**config.mk**
```make
export PLATFORM = sky130hd
export DESIGN_NAME = codec_mixer_format_regs
export DESIGN_NICKNAME = d
export VERILOG_FILES = /design/src/verilog/mixer_channel_decode.v /design/src/verilog/sample_rate_decode.v /design/src/verilog/codec_mixer_format_regs.v
export VERILOG_INCLUDE_DIRS = /design/src /design/src/verilog
export SDC_FILE = /design/constraint.sdc
export NUM_CORES = 1
export LEC_CHECK = 0
export ABC_AREA = 0
export BUFFER_PORTS_ARGS = -buffer_cell sky130_fd_sc_hd__buf_2
export CAP_MARGIN = 20
export CORE_UTILIZATION = 60
export CTS_CLUSTER_DIAMETER = 50
export DETAILED_ROUTE_END_ITERATION = 10
export PLACE_DENSITY = 0.85
export SYNTH_ARGS = -nofsm -noshare
export SYNTH_HDL_FRONTEND = slang
export SYNTH_HIERARCHICAL = 1
export SYNTH_SLANG_ARGS = --single-unit
```
**constraint.sdc**
```tcl
create_clock -name clock -period 4.9 [get_ports clock]
set_input_delay 0.49 -clock clock [delete_from_list [all_inputs] [get_ports clock]]
set_output_delay 0.49 -clock clock [all_outputs]
set_load 0.05 [all_outputs]
```
**src/verilog/codec_mixer_format_defs.vh**
```
// Constants for the codec mixer and data-format control register bank
`ifndef CODEC_MIXER_FORMAT_DEFS_VH
`define CODEC_MIXER_FORMAT_DEFS_VH

// Indirect register indices
`define IDX_LEFT_ADC 4'h0
`define IDX_RIGHT_ADC 4'h1
`define IDX_LEFT_AUX1 4'h2
`define IDX_RIGHT_AUX1 4'h3
`define IDX_LEFT_AUX2 4'h4
`define IDX_RIGHT_AUX2 4'h5
`define IDX_LEFT_DAC 4'h6
`define IDX_RIGHT_DAC 4'h7
`define IDX_RATE_FMT 4'h8
`define REG_COUNT 9

// Reset values, unknown bits taken as zero
`define RST_ADC 8'h00
`define RST_AUX1 8'hE8
`define RST_AUX2 8'hC8
`define RST_DAC 8'h80
`define RST_RATE_FMT 8'h00
// Packed reset image, index 0 in the low byte
`define RST_IMAGE {`RST_RATE_FMT, `RST_DAC, `RST_DAC, `RST_AUX2, `RST_AUX2, \
	`RST_AUX1, `RST_AUX1, `RST_ADC, `RST_ADC}

// ADC input control fields
`define ADC_SRC_HI 7
`define ADC_SRC_LO 6
`define ADC_MIC_BOOST 5
`define ADC_GAIN_HI 3
`define ADC_GAIN_LO 0

// Auxiliary volume fields
`define AUX_OUT_MUTE 7
`define AUX_IN_MUTE 6
`define AUX_BYPASS_MUTE 5
`define AUX_GAIN_HI 4
`define AUX_GAIN_LO 0
`define AUX_GAIN_ZERO_DB 5'h08

// DAC volume fields
`define DAC_MUTE 7
`define DAC_MASTER_HI 6
`define DAC_ATTEN_HI 5
`define DAC_GAIN_LO 0

// Rate and playback format fields
`define FMT_HIGH 7
`define FMT_LOW 6
`define FMT_COMPAND 5
`define FMT_STEREO 4
`define FMT_DIV_HI 3
`define FMT_DIV_LO 1
`define FMT_CLK_BASE 0

// Source select codes
`define SRC_LINE 2'h0
`define SRC_AUX1 2'h1
`define SRC_MIC 2'h2
`define SRC_LOOP 2'h3

// Codec mode field codes
`define MODE_ONE 2'h0
`define MODE_TWO 2'h2
`define MODE_THREE 2'h3

// Sample clock divisors per divide code
`define DIV_0 12'hC00
`define DIV_1 12'h600
`define DIV_2 12'h380
`define DIV_3 12'h300
`define DIV_4 12'h1C0
`define DIV_5 12'h180
`define DIV_6 12'h200
`define DIV_7 12'hA00

`endif

```
**src/verilog/mixer_channel_decode.v**
```verilog
// One channel of mixer path decoding from its four control registers
`timescale 1ns/10ps
`default_nettype none
`include "codec_mixer_format_defs.vh"

module mixer_channel_decode (
	input wire clock,
	input wire rst_n,
	input wire [7:0] adc_ctl,
	input wire [7:0] aux_one_ctl,
	input wire [7:0] aux_two_ctl,
	input wire [7:0] dac_ctl,
	input wire mode_three,
	input wire atten_mode,
	input wire mode_change_enable,
	output reg [3:0] source_onehot_q,
	output reg loopback_q,
	output reg mic_boost_q,
	output reg [5:0] adc_gain_hdb_q,
	output reg [6:0] aux_one_gain_hdb_q,
	output reg aux_one_bypass_mute_q,
	output reg aux_one_in_mute_q,
	output reg aux_one_out_mute_q,
	output reg [6:0] aux_two_gain_hdb_q,
	output reg aux_two_in_mute_q,
	output reg aux_two_out_mute_q,
	output reg [6:0] master_gain_q,
	output reg [5:0] bus_atten_q,
	output reg bus_mute_q,
	output reg dac_mute_q
);
	wire [1:0] src = adc_ctl[`ADC_SRC_HI:`ADC_SRC_LO]; // Input source code
	wire [3:0] adc_code = adc_ctl[`ADC_GAIN_HI:`ADC_GAIN_LO]; // ADC gain code
	wire [4:0] aux1_code = aux_one_ctl[`AUX_GAIN_HI:`AUX_GAIN_LO];
	wire [4:0] aux2_code = aux_two_ctl[`AUX_GAIN_HI:`AUX_GAIN_LO];
	// Half-dB units: 3 per 1.5 dB step; aux is signed around code 8
	wire [5:0] adc_hdb = {2'h0, adc_code} + {1'b0, adc_code, 1'b0};
	wire [6:0] aux1_off = {2'h0, aux1_code} - {2'h0, `AUX_GAIN_ZERO_DB};
	wire [6:0] aux2_off = {2'h0, aux2_code} - {2'h0, `AUX_GAIN_ZERO_DB};
	wire [6:0] aux1_hdb = aux1_off + {aux1_off[5:0], 1'b0};
	wire [6:0] aux2_hdb = aux2_off + {aux2_off[5:0], 1'b0};

	// Register every decoded control so the analog side sees clean levels
	always @(posedge clock or negedge rst_n) begin
		if (!rst_n) begin
			source_onehot_q <= 4'h0;
			loopback_q <= 1'b0;
			mic_boost_q <= 1'b0;
			adc_gain_hdb_q <= 6'h00;
			aux_one_gain_hdb_q <= 7'h00;
			aux_one_bypass_mute_q <= 1'b1;
			aux_one_in_mute_q <= 1'b1;
			aux_one_out_mute_q <= 1'b1;
			aux_two_gain_hdb_q <= 7'h00;
			aux_two_in_mute_q <= 1'b1;
			aux_two_out_mute_q <= 1'b1;
			master_gain_q <= 7'h00;
			bus_atten_q <= 6'h00;
			bus_mute_q <= 1'b0;
			dac_mute_q <= 1'b1;
		end else begin
			// Multiplexer only outside mode 3; mode 3 mixes instead
			source_onehot_q <= mode_three ? 4'h0 : (4'h1 << src);
			loopback_q <= (src == `SRC_LOOP);
			mic_boost_q <= !mode_three && adc_ctl[`ADC_MIC_BOOST];
			adc_gain_hdb_q <= adc_hdb;
			aux_one_gain_hdb_q <= aux1_hdb;
			aux_two_gain_hdb_q <= aux2_hdb;
			// Bypass path follows the source select unless in mode 3
			aux_one_bypass_mute_q <= mode_three ? aux_one_ctl[`AUX_BYPASS_MUTE]
				: (src != `SRC_AUX1);
			aux_one_in_mute_q <= !mode_three || aux_one_ctl[`AUX_IN_MUTE];
			aux_two_in_mute_q <= !mode_three || aux_two_ctl[`AUX_IN_MUTE];
			aux_one_out_mute_q <= aux_one_ctl[`AUX_OUT_MUTE];
			aux_two_out_mute_q <= aux_two_ctl[`AUX_OUT_MUTE];
			// Volume byte reads as master gain or bus attenuation
			master_gain_q <= atten_mode ? 7'h00 : dac_ctl[`DAC_MASTER_HI:`DAC_GAIN_LO];
			bus_atten_q <= atten_mode ? dac_ctl[`DAC_ATTEN_HI:`DAC_GAIN_LO] : 6'h00;
			bus_mute_q <= atten_mode && dac_ctl[`DAC_MUTE];
			// Mode change always silences the converter path
			dac_mute_q <= mode_change_enable
				|| (!atten_mode && dac_ctl[`DAC_MUTE]);
		end
	end
endmodule // mixer_channel_decode

`default_nettype wire

```
**src/verilog/sample_rate_decode.v**
```verilog
// Sample clock base and divisor decode from the rate bits
`timescale 1ns/10ps
`default_nettype none
`include "codec_mixer_format_defs.vh"

module sample_rate_decode (
	input wire clock,
	input wire rst_n,
	input wire [2:0] rate_divide_select,
	input wire clock_base_select,
	input wire alt_rate_enable,
	input wire interface_rate_enable,
	output reg [11:0] divisor_q,
	output reg clock_base_q,
	output reg rate_unavailable_q,
	output reg rate_overridden_q
);
	reg [11:0] div_d; // Divisor for the current code

	// Divisor lookup
	always @* begin
		case (rate_divide_select)
			3'h0: div_d = `DIV_0;
			3'h1: div_d = `DIV_1;
			3'h2: div_d = `DIV_2;
			3'h3: div_d = `DIV_3;
			3'h4: div_d = `DIV_4;
			3'h5: div_d = `DIV_5;
			3'h6: div_d = `DIV_6;
			default: div_d = `DIV_7;
		endcase
	end

	// Registered rate selection; an override hands rate control elsewhere
	always @(posedge clock or negedge rst_n) begin
		if (!rst_n) begin
			divisor_q <= `DIV_0;
			clock_base_q <= 1'b0;
			rate_unavailable_q <= 1'b0;
			rate_overridden_q <= 1'b0;
		end else begin
			divisor_q <= div_d;
			clock_base_q <= clock_base_select;
			// Codes 4 and 5 need the second base clock
			rate_unavailable_q <= !clock_base_select
				&& (rate_divide_select == 3'h4 || rate_divide_select == 3'h5);
			rate_overridden_q <= alt_rate_enable || interface_rate_enable;
		end
	end
endmodule // sample_rate_decode

`default_nettype wire

```
**src/verilog/codec_mixer_format_regs.v**
```verilog
// Indirect mixer, volume and format register bank with decoded controls
`timescale 1ns/10ps
`default_nettype none
`include "codec_mixer_format_defs.vh"

module codec_mixer_format_regs (
	input wire clock,
	input wire rst_n,
	// Indexed data access, index already latched by the index register
	input wire [3:0] reg_index,
	input wire reg_write,
	input wire reg_read,
	input wire [7:0] reg_wdata,
	output reg [7:0] reg_rdata_q,
	output reg reg_rvalid_q,
	output reg write_refused_q,
	// Mode and configuration flags held elsewhere in the codec
	input wire mode_change_enable,
	input wire playback_mode_change_enable,
	input wire alt_rate_enable,
	input wire interface_rate_enable,
	input wire interface_mode_flag,
	input wire wavetable_enable,
	input wire [1:0] codec_mode_field,
	// Mode decode
	output reg mode_one_q,
	output reg mode_two_q,
	output reg mode_three_q,
	output reg mode_reserved_q,
	// Per-channel mixer controls, bit 0 left and bit 1 right
	output wire [7:0] source_onehot,
	output wire [1:0] loopback,
	output wire [1:0] mic_boost,
	output wire [11:0] adc_gain_hdb,
	output wire [13:0] aux_one_gain_hdb,
	output wire [1:0] aux_one_bypass_mute,
	output wire [1:0] aux_one_in_mute,
	output wire [1:0] aux_one_out_mute,
	output wire [13:0] aux_two_gain_hdb,
	output wire [1:0] aux_two_in_mute,
	output wire [1:0] aux_two_out_mute,
	output wire [13:0] master_gain,
	output wire [11:0] bus_audio_atten,
	output wire [1:0] bus_audio_mute,
	output wire [1:0] dac_mute,
	output reg atten_mode_q,
	// Sample rate
	output wire [11:0] rate_divisor,
	output wire rate_clock_base,
	output wire rate_unavailable,
	output wire rate_overridden,
	// Data format
	output reg format_high_bit_q,
	output reg format_low_bit_q,
	output reg format_compand_q,
	output reg format_reserved_q,
	output reg stereo_q,
	output reg play_mono_duplicate_q,
	output reg capture_mono_left_q,
	output reg capture_follows_play_q
);
	reg [7:0] bank_q [0:`REG_COUNT-1]; // Stored register bytes
	localparam [8*`REG_COUNT-1:0] reset_image = `RST_IMAGE; // Defaults per index
	wire index_valid = (reg_index < `REG_COUNT); // Unmapped index guard
	wire is_rate_fmt = (reg_index == `IDX_RATE_FMT); // Protected register
	wire upper_open = mode_change_enable || playback_mode_change_enable;
	wire lower_open = mode_change_enable;
	wire [7:0] rate_fmt_q = bank_q[`IDX_RATE_FMT]; // Format register alias
	wire mode_three_now = (codec_mode_field == `MODE_THREE); // Live decode
	wire atten_now = interface_mode_flag || wavetable_enable; // Live decode
	// Live mode 1 test, also true for the reserved code
	wire mode_one_now = !codec_mode_field[1];
	wire [7:0] rate_fmt_merged; // Format byte after protection
	wire fmt_refused; // Some protected bit was left unchanged
	genvar gi;

	// Protection on the format register: format and stereo bits need
	// either enable, rate bits need the full mode change enable. The
	// host is expected to open the window first; a closed window simply
	// keeps the old bits so a stray write cannot glitch the converters.
	assign rate_fmt_merged = {
		upper_open ? reg_wdata[7:4] : rate_fmt_q[7:4],
		lower_open ? reg_wdata[3:0] : rate_fmt_q[3:0]
	};
	assign fmt_refused = (!upper_open && (reg_wdata[7:4] != rate_fmt_q[7:4]))
		|| (!lower_open && (reg_wdata[3:0] != rate_fmt_q[3:0]));

	// One storage byte per index, each with its own default
	generate
		for (gi = 0; gi < `REG_COUNT; gi = gi + 1) begin : g_bank
			always @(posedge clock or negedge rst_n) begin
				if (!rst_n) begin
					bank_q[gi] <= reset_image[gi*8 +: 8];
				end else if (reg_write && reg_index == gi) begin
					// Full byte kept, reserved bits too, for stable readback
					if (gi == `IDX_RATE_FMT) begin
						bank_q[gi] <= rate_fmt_merged;
					end else begin
						bank_q[gi] <= reg_wdata;
					end
				end
			end
		end
	endgenerate

	// Read path and refusal flag; an unmapped index reads zero
	always @(posedge clock or negedge rst_n) begin
		if (!rst_n) begin
			reg_rdata_q <= 8'h00;
			reg_rvalid_q <= 1'b0;
			write_refused_q <= 1'b0;
		end else begin
			reg_rvalid_q <= reg_read;
			if (reg_read) begin
				reg_rdata_q <= index_valid ? bank_q[reg_index] : 8'h00;
			end
			// Pulse when a write tries to change a closed part of the format byte
			write_refused_q <= reg_write && is_rate_fmt && fmt_refused;
		end
	end

	// Mode decode; the reserved code behaves like mode 1 for mixing
	always @(posedge clock or negedge rst_n) begin
		if (!rst_n) begin
			mode_one_q <= 1'b1;
			mode_two_q <= 1'b0;
			mode_three_q <= 1'b0;
			mode_reserved_q <= 1'b0;
			atten_mode_q <= 1'b0;
		end else begin
			mode_one_q <= (codec_mode_field == `MODE_ONE);
			mode_two_q <= (codec_mode_field == `MODE_TWO);
			mode_three_q <= mode_three_now;
			mode_reserved_q <= (codec_mode_field == 2'h1);
			atten_mode_q <= atten_now;
		end
	end

	// Left and right paths share one decoder body
	generate
		for (gi = 0; gi < 2; gi = gi + 1) begin : g_chan
			mixer_channel_decode u_chan (
				.clock(clock),
				.rst_n(rst_n),
				.adc_ctl(bank_q[`IDX_LEFT_ADC + gi]),
				.aux_one_ctl(bank_q[`IDX_LEFT_AUX1 + gi]),
				.aux_two_ctl(bank_q[`IDX_LEFT_AUX2 + gi]),
				.dac_ctl(bank_q[`IDX_LEFT_DAC + gi]),
				.mode_three(mode_three_now),
				.atten_mode(atten_now),
				.mode_change_enable(mode_change_enable),
				.source_onehot_q(source_onehot[gi*4 +: 4]),
				.loopback_q(loopback[gi]),
				.mic_boost_q(mic_boost[gi]),
				.adc_gain_hdb_q(adc_gain_hdb[gi*6 +: 6]),
				.aux_one_gain_hdb_q(aux_one_gain_hdb[gi*7 +: 7]),
				.aux_one_bypass_mute_q(aux_one_bypass_mute[gi]),
				.aux_one_in_mute_q(aux_one_in_mute[gi]),
				.aux_one_out_mute_q(aux_one_out_mute[gi]),
				.aux_two_gain_hdb_q(aux_two_gain_hdb[gi*7 +: 7]),
				.aux_two_in_mute_q(aux_two_in_mute[gi]),
				.aux_two_out_mute_q(aux_two_out_mute[gi]),
				.master_gain_q(master_gain[gi*7 +: 7]),
				.bus_atten_q(bus_audio_atten[gi*6 +: 6]),
				.bus_mute_q(bus_audio_mute[gi]),
				.dac_mute_q(dac_mute[gi])
			);
		end
	endgenerate

	// Rate decode from the low nibble of the format register
	sample_rate_decode u_rate (
		.clock(clock),
		.rst_n(rst_n),
		.rate_divide_select(rate_fmt_q[`FMT_DIV_HI:`FMT_DIV_LO]),
		.clock_base_select(rate_fmt_q[`FMT_CLK_BASE]),
		.alt_rate_enable(alt_rate_enable),
		.interface_rate_enable(interface_rate_enable),
		.divisor_q(rate_divisor),
		.clock_base_q(rate_clock_base),
		.rate_unavailable_q(rate_unavailable),
		.rate_overridden_q(rate_overridden)
	);

	// Data format decode. In mode 1 and the reserved code the high format bit is forced low and
	// the same settings serve capture; modes 2 and 3 capture elsewhere.
	always @(posedge clock or negedge rst_n) begin
		if (!rst_n) begin
			format_high_bit_q <= 1'b0;
			format_low_bit_q <= 1'b0;
			format_compand_q <= 1'b0;
			format_reserved_q <= 1'b0;
			stereo_q <= 1'b0;
			play_mono_duplicate_q <= 1'b1;
			capture_mono_left_q <= 1'b1;
			capture_follows_play_q <= 1'b1;
		end else begin
			format_high_bit_q <= !mode_one_now && rate_fmt_q[`FMT_HIGH];
			format_low_bit_q <= rate_fmt_q[`FMT_LOW];
			format_compand_q <= rate_fmt_q[`FMT_COMPAND];
			// Codes 100 and 111 have no format behind them
			format_reserved_q <= !mode_one_now && rate_fmt_q[`FMT_HIGH]
				&& (rate_fmt_q[`FMT_LOW] == rate_fmt_q[`FMT_COMPAND]);
			stereo_q <= rate_fmt_q[`FMT_STEREO];
			play_mono_duplicate_q <= !rate_fmt_q[`FMT_STEREO];
			// Mono capture takes the left channel only while this byte rules it
			capture_mono_left_q <= mode_one_now && !rate_fmt_q[`FMT_STEREO];
			capture_follows_play_q <= mode_one_now;
		end
	end
endmodule // codec_mixer_format_regs

`default_nettype wire

```
==> Yosys cells after proc, flatten, opt, wreduce, memory -nomap -nowiden <==
Cells that the tools add are included.
{ "op_classes": {"n_addsub": 10, "order_cmp": 2, "n_eq_ne": 24, "n_shift": 2, "muxes": 13, "bitwise_logic": 1, "reduce_logical": 45} }
{ "op_table": {"columns": ["cell", "n"], "rows": [
  ["$pmux W12 S7", 1],
  ["$bmux W8 S4", 1],
  ["$add A7 B7 Y7", 4],
  ["$mux W8", 3],
  ["$sub A5 B4 Y6 const B", 4],
  ["$logic_and A1 B1 Y1", 22],
  ["$eq A4 B3 Y1 const B", 4],
  ["$mux W7", 2],
  ["$add A4 B5 Y6", 2],
  ["$mux W6", 2],
  ["$logic_or A1 B1 Y1", 11],
  ["$eq A3 B3 Y1 const B", 3],
  ["$eq A2 B2 Y1 const B", 4],
  ["$eq A4 B2 Y1 const B", 2],
  ["$mux W4", 2],
  ["$ne A4 B4 Y1", 2],
  ["$shl A1 B2 Y4 const A", 2],
  ["$logic_not A1 Y1", 7],
  ["$eq A3 B2 Y1 const B", 2],
  ["$ge A5 B5 Y1 const B", 1],
  ["$not A4 Y5", 1],
  ["$eq A4 B1 Y1 const B", 1],
  ["$eq A4 B4 Y1 const B", 1],
  ["$logic_not A4 Y1", 1],
  ["other kinds (9)", 12]
]} }
{ "totals": {"register_bits": 202, "input_bits": 24, "output_inout_bits": 130, "elab_cells": 157} }

==> Logic depth before layout (Yosys ltp) <==
{ "depth": {"word_depth": 5, "mapped_depth": 7, "depth_no_buf": 7} }

==> Modules after synthesis <==
Netlist, hierarchy kept.
{ "modules_own_cells": {"columns": ["module", "instances", "cells_each", "area_each_um2", "seq_area_each_um2"], "rows": [
  ["codec_mixer_format_regs", 1, 330, 4335.4, 2402.3],
  ["mixer_channel_decode", 2, 138, 1846.8, 1158.6],
  ["sample_rate_decode", 1, 30, 362.8, 227.7]
]} }

==> Worst setup path after synthesis <==
No wires, ideal clock.
{ "synth_path": {"path_type": "input -> register", "from": "input reg_index[0]", "to": "register bank_q (netlist bit rate_fmt_q[4])", "setup_time_ns": 0.125, "arrival_time_ns": 1.585, "t_required_ns": 4.775, "slack_ns": 3.190, "stages": 5, "n_path_buf": 1, "path_cell_list": "buf_2 > nor3_1 > and3_1 > o21a_1 > mux2_2"} }
{ "synth_via": {"elab_chain_cells": 3} }
{ "synth_rtl": {"columns": ["element", "line", "text"], "rows": [
  ["start: declaration", "codec_mixer_format_regs.v:10", "input wire [3:0] reg_index,"],
  ["$eq A4 B4 Y1", "codec_mixer_format_regs.v:94", "end else if (reg_write && reg_index == gi) begin"],
  ["$logic_and A1 B1 Y1", "codec_mixer_format_regs.v:94", null],
  ["$reduce_and A2 Y1 (no source line)", null, null],
  ["end signal: indexed assignment", "codec_mixer_format_regs.v:93", "bank_q[gi] <= reset_image[gi*8 +: 8];"],
  ["end signal: indexed assignment", "codec_mixer_format_regs.v:97", "bank_q[gi] <= rate_fmt_merged;"],
  ["end signal: indexed assignment", "codec_mixer_format_regs.v:99", "bank_q[gi] <= reg_wdata;"],
  ["end: declaration", "codec_mixer_format_regs.v:62", "reg [7:0] bank_q [0:`REG_COUNT-1];"]
]} }
No other way between the ends.
A chain may end at the register's enable or synchronous reset.

==> Worst setup path in the final report <==
{ "layout_path": {"from": "register bank_q[25] (netlist name)", "to": "register g_chan[1].u_chan.aux_two_gain_hdb_q[5]"} }
{ "layout_via": {"elab_chain_cells": 2} }
{ "layout_rtl": {"columns": ["element", "line", "text"], "rows": [
  ["$sub A5 B4 Y6", "mixer_channel_decode.v:39", "wire [6:0] aux2_off = {2'h0, aux2_code} - {2'h0, `AUX_GAIN_ZERO_DB};"],
  ["$add A7 B7 Y7", "mixer_channel_decode.v:41", "wire [6:0] aux2_hdb = aux2_off + {aux2_off[5:0], 1'b0};"],
  ["via g_chan[1].u_chan.aux2_hdb[5]", "mixer_channel_decode.v:41", null],
  ["end signal: assignment", "mixer_channel_decode.v:68", "aux_two_gain_hdb_q <= aux2_hdb;"],
  ["end: declaration", "mixer_channel_decode.v:24", "output reg [6:0] aux_two_gain_hdb_q,"]
]} }
The timed path passes the listed nets, and every way through them passes these cells.

==> summary.md <==
Outcome
- **result of the run** complete, no violations

Final layout
- **fraction of final layout cells with drive strength greater than 1** 38.13%
- **nets** 841
- **Storage cell area** 0.004947 mm^2
- **filler cell count in the final layout** 926
- **Syn-to-layout area delta** 17.37%
- **area occupied by multi-input gates** 0.003083 mm^2

Route
- **routed via count divided by cell count** 5.438
- **remaining design rule violation count** 0
- **final WL** 17.75 mm
- **antenna violation net count after detailed routing** 0
- **DR vias** 5,269
- **iteration-0 DRC count of the detailed router** 354
- **number of iterations in the first detailed-routing pass** 4
- **average wire per standard cell** 18.32 um

Die
- **floorplan die area** 0.01446 mm^2
- **starting density of the core** 62.38%
- **row cnt** 42
- **Core Box Area** 0.01345 mm^2
- **count of boundary I/O pins** 154
- **DIE HEIGHT** 120.3 um
- **overall die width** 120.3 um

Clock tree
- **TritonCTS clock tree** done
- **total setup buffers inserted after CTS** 0
- **Longest Clk Path Bufs** 2
- **number of sinks handled by clock tree synthesis** 196
- **insertion delay of the later-clocked pin in the worst-skew pair** 0.44 ns
- **total CTS buffers** 17
- **cell chosen for the clock root** sky130_fd_sc_hd__clkbuf_16
- **number of instances resized during post-cts repair** 0
- **Hold-fix buffers, CTS** 0
- **Worst-path clk slew** 0.07 ns
- **CTS H-Tree Depth** 4

Placement
- **Detailed Place HPWL** 12.29 mm
- **routability congestion estimate** 0.8444
- **IO Port Bufs** 147

Synthesis
- **Post-Syn Area per Cell** 13.19 um^2
- **Cells after Synth** 636
- **library cells used by synthesis** 48
- **register area share after synthesis** 58.95%
- **count of warnings emitted by yosys** 6
- **flops & latches, synth** 196
- **synthesized cell area** 0.008392 mm^2

Run
- **max-cap check violation count** 0

STA
- **Worst slew margin** 44.05%
- **setup_tns** 0 ns
- **transition time of the tightest slew-check pin** 0.8393 ns
- **crit share post-route** 37.82%
- **final number of setup-violating endpoints** 0
- **max-slew violation total from the final report** 0
- **highest clock rate** 539.6 MHz
- **unrepaired setup endpoints after global routing** no
- **post-route minimum period** 1.853 ns
- **Final Hold Viols** 0
- **setup clock skew after layout** 0.008946 ns
- **Min Hold Slack** 0.1730 ns

Worst setup path
- **Critical Path End Type** flop
- **Critical-path top delay cell** sky130_fd_sc_hd__dfrtp_1
- **critical path data required time** 5.22 ns
- **depth of the most critical reg-to-reg path** 7
- **reg2reg end** g_chan[1].u_chan/aux_two_gain_hdb_q[5]$_DFF_PN0_
- **CP peak stage delay** 0.44 ns
- **sort of element at the start of the critical path** flop
- **worst setup slack for register-to-register paths** 3.05 ns
- **first element of the critical path** bank_q[25]$_DFFE_PN0P_
- **crit-path max FO** 5
- **Worst Path Arrival** 2.18 ns
- **Worst R2R Start** bank_q[25]$_DFFE_PN0P_
- **type of the setup path with the least slack** reg -> reg
- **ordered cell list for the critical path** ha_1 > inv_1 > fa_1 > nand3b_1 > a21oi_1 > a211oi_2 > xnor2_1

Global route
- **global route overflow** 0
- **Tot GR Track Use** 25.94%
- **maximum number of pins on one net before global-route repair** 113
- **number of global-route vias before repair** 5,335
- **first-pass GRT wire length** 28.03 mm
- **number of antenna violations at the first check in global routing** 1

Hold path
- **class of the worst hold path** in -> async

Power and ir drop
- **VDD IR-drop max** 0.4058 mV
- **areal power density over the cells** 579.7 mW/mm^2
- **Leakage** 4.844 nW

placed cells by master (no fill, tap or decap), types with 3 or more instances in the layout:
cell type,instances
sky130_fd_sc_hd__mux2i_1,32
sky130_fd_sc_hd__bufinv_16,3
sky130_fd_sc_hd__nor3_1,4
sky130_fd_sc_hd__clkbuf_16,17
sky130_fd_sc_hd__or2_2,3
sky130_fd_sc_hd__inv_1,55
sky130_fd_sc_hd__nand2b_1,5
sky130_fd_sc_hd__nand2_1,15
sky130_fd_sc_hd__and2_1,19
sky130_fd_sc_hd__dfrtp_1,162
sky130_fd_sc_hd__buf_2,146
sky130_fd_sc_hd__a21oi_1,13
sky130_fd_sc_hd__nor2b_1,19
sky130_fd_sc_hd__mux2_2,72
sky130_fd_sc_hd__o21ai_0,11
sky130_fd_sc_hd__clkinvlp_4,4
sky130_fd_sc_hd__nand3b_1,10
sky130_fd_sc_hd__xor2_1,6
sky130_fd_sc_hd__a211oi_1,8
sky130_fd_sc_hd__dfstp_2,34
sky130_fd_sc_hd__nor3b_1,5
sky130_fd_sc_hd__clkinv_2,3
sky130_fd_sc_hd__ha_1,32
sky130_fd_sc_hd__conb_1,6
sky130_fd_sc_hd__o221ai_1,8
sky130_fd_sc_hd__inv_2,3
sky130_fd_sc_hd__nor2_1,17
sky130_fd_sc_hd__xnor2_1,23
sky130_fd_sc_hd__a21o_1,8
sky130_fd_sc_hd__o21bai_1,4
sky130_fd_sc_hd__o22ai_1,8
sky130_fd_sc_hd__fa_1,6
worst max-delay path: cells and delay by family, from the launching register on:
kind	cells	cell delay, ns
compound gates	2	0.30
xor+xnor	1	0.13
fa+ha+maj	2	0.62
buf+inv	1	0.05
flops	1	0.44
simple gates	1	0.19
cells by family after synthesis:
logic type	share of synthesized area, %
compound gates	5.487
xor+xnor	3.027
fa+ha+maj	6.202
buf+inv	4.533
flops	58.95
mux	13.48
other cells	0.04469
simple gates	8.275
registers in the layout (all words and copies together) (netlist names), 6 cells and up:
name                              cells
g_chan.u_chan/aux_one_gain_hdb_q     14
g_chan.u_chan/adc_gain_hdb_q         12
g_chan.u_chan/source_onehot_q         8
bank_q                               64
g_chan.u_chan/bus_atten_q            12
g_chan.u_chan/aux_two_gain_hdb_q     14
u_rate/divisor_q                      6
rate_fmt_q                            8
reg_rdata_q                           8
g_chan.u_chan/master_gain_q          14
cell type report:
cell class                      count  share of cell area, %
Antenna cell                        1                0.02541
Clock buffer                       20                  4.535
Clock inverter                     12                  1.550
Inverter                           58                  2.210
Multi-Input combinational cell    356                  31.30
Sequential cell                   196                  50.23
Tap cell                          176                  2.236
Timing Repair Buffer              150                  7.914
synthesized netlist by cell type (all sizes together):
cell type	number	share of area (%)
a211oi	10	1.0
a21o	9	0.82
a21oi	13	0.78
a31oi	2	0.15
a41oi	1	0.10
and2	19	1.4
and3	1	0.075
and3b	2	0.21
and4bb	2	0.30
buf	19	1.4
clkbuf	12	0.54
conb	1	0.045
dfrtp	162	48
dfstp	34	11
fa	6	1.4
ha	32	4.8
inv	58	2.6
mux2	72	9.7
mux2i	32	3.8
nand2	15	0.67
nand2b	5	0.37
nand3	2	0.33
nand3b	11	1.0
nand4	2	0.15
nor2	18	0.83
nor2b	19	1.4
nor3	5	0.43
nor3b	7	0.82
o21a	2	0.18
o21ai	11	0.66
o21bai	4	0.36
o221ai	8	0.83
o22ai	8	0.60
or2	3	0.22
xnor2	23	2.4
xor2	6	0.63
through the flow:
step	util (%)	instance area [um^2]	cells	setup WS, ns	total power, mW
global placement	68.59	9228	935	2.360	4.231
floorplan	-	8411	641	3.190	3.805
finish	73.21	9849	969	3.047	5.710
detailed placement	68.59	9228	935	2.271	4.318
CTS	73.05	9827	967	2.721	5.729
global route	73.21	9849	969	2.938	5.959
where the power goes:
| group | switching [mW] | leakage [nW] | internal, mW |
|---|---|---|---|
| Sequential | 0.256 | 2.38 | 2.04 |
| Combinational | 1.42 | 2.18 | 0.581 |
| Clock | 0.597 | 0.283 | 0.816 |
worst max path at each step:
stage                                                             to  slack [ns]  cells past startpoint
floorplan                                  rate_fmt_q[4]$_DFFE_PN0P_        3.19                      5
global route        g_chan[1].u_chan/aux_two_gain_hdb_q[5]$_DFF_PN0_        2.94                      7
CTS                                           bank_q[41]$_DFFE_PN0P_        2.72                      4
global placement                              bank_q[41]$_DFFE_PN0P_        2.36                      4
detailed placement                            bank_q[41]$_DFFE_PN0P_        2.27                      4
finish              g_chan[1].u_chan/aux_two_gain_hdb_q[5]$_DFF_PN0_        3.05                      7
per-layer routing:
layer,part of all wire [%],GRT usage [%],vias up
met5,0,0,-
met4,2.3,9.259,0
met3,5.9,6.745,36
met2,52,43.71,179
met1,40,32.48,2643
li1,-,-,2411
Power figures use the tool's default switching activity.
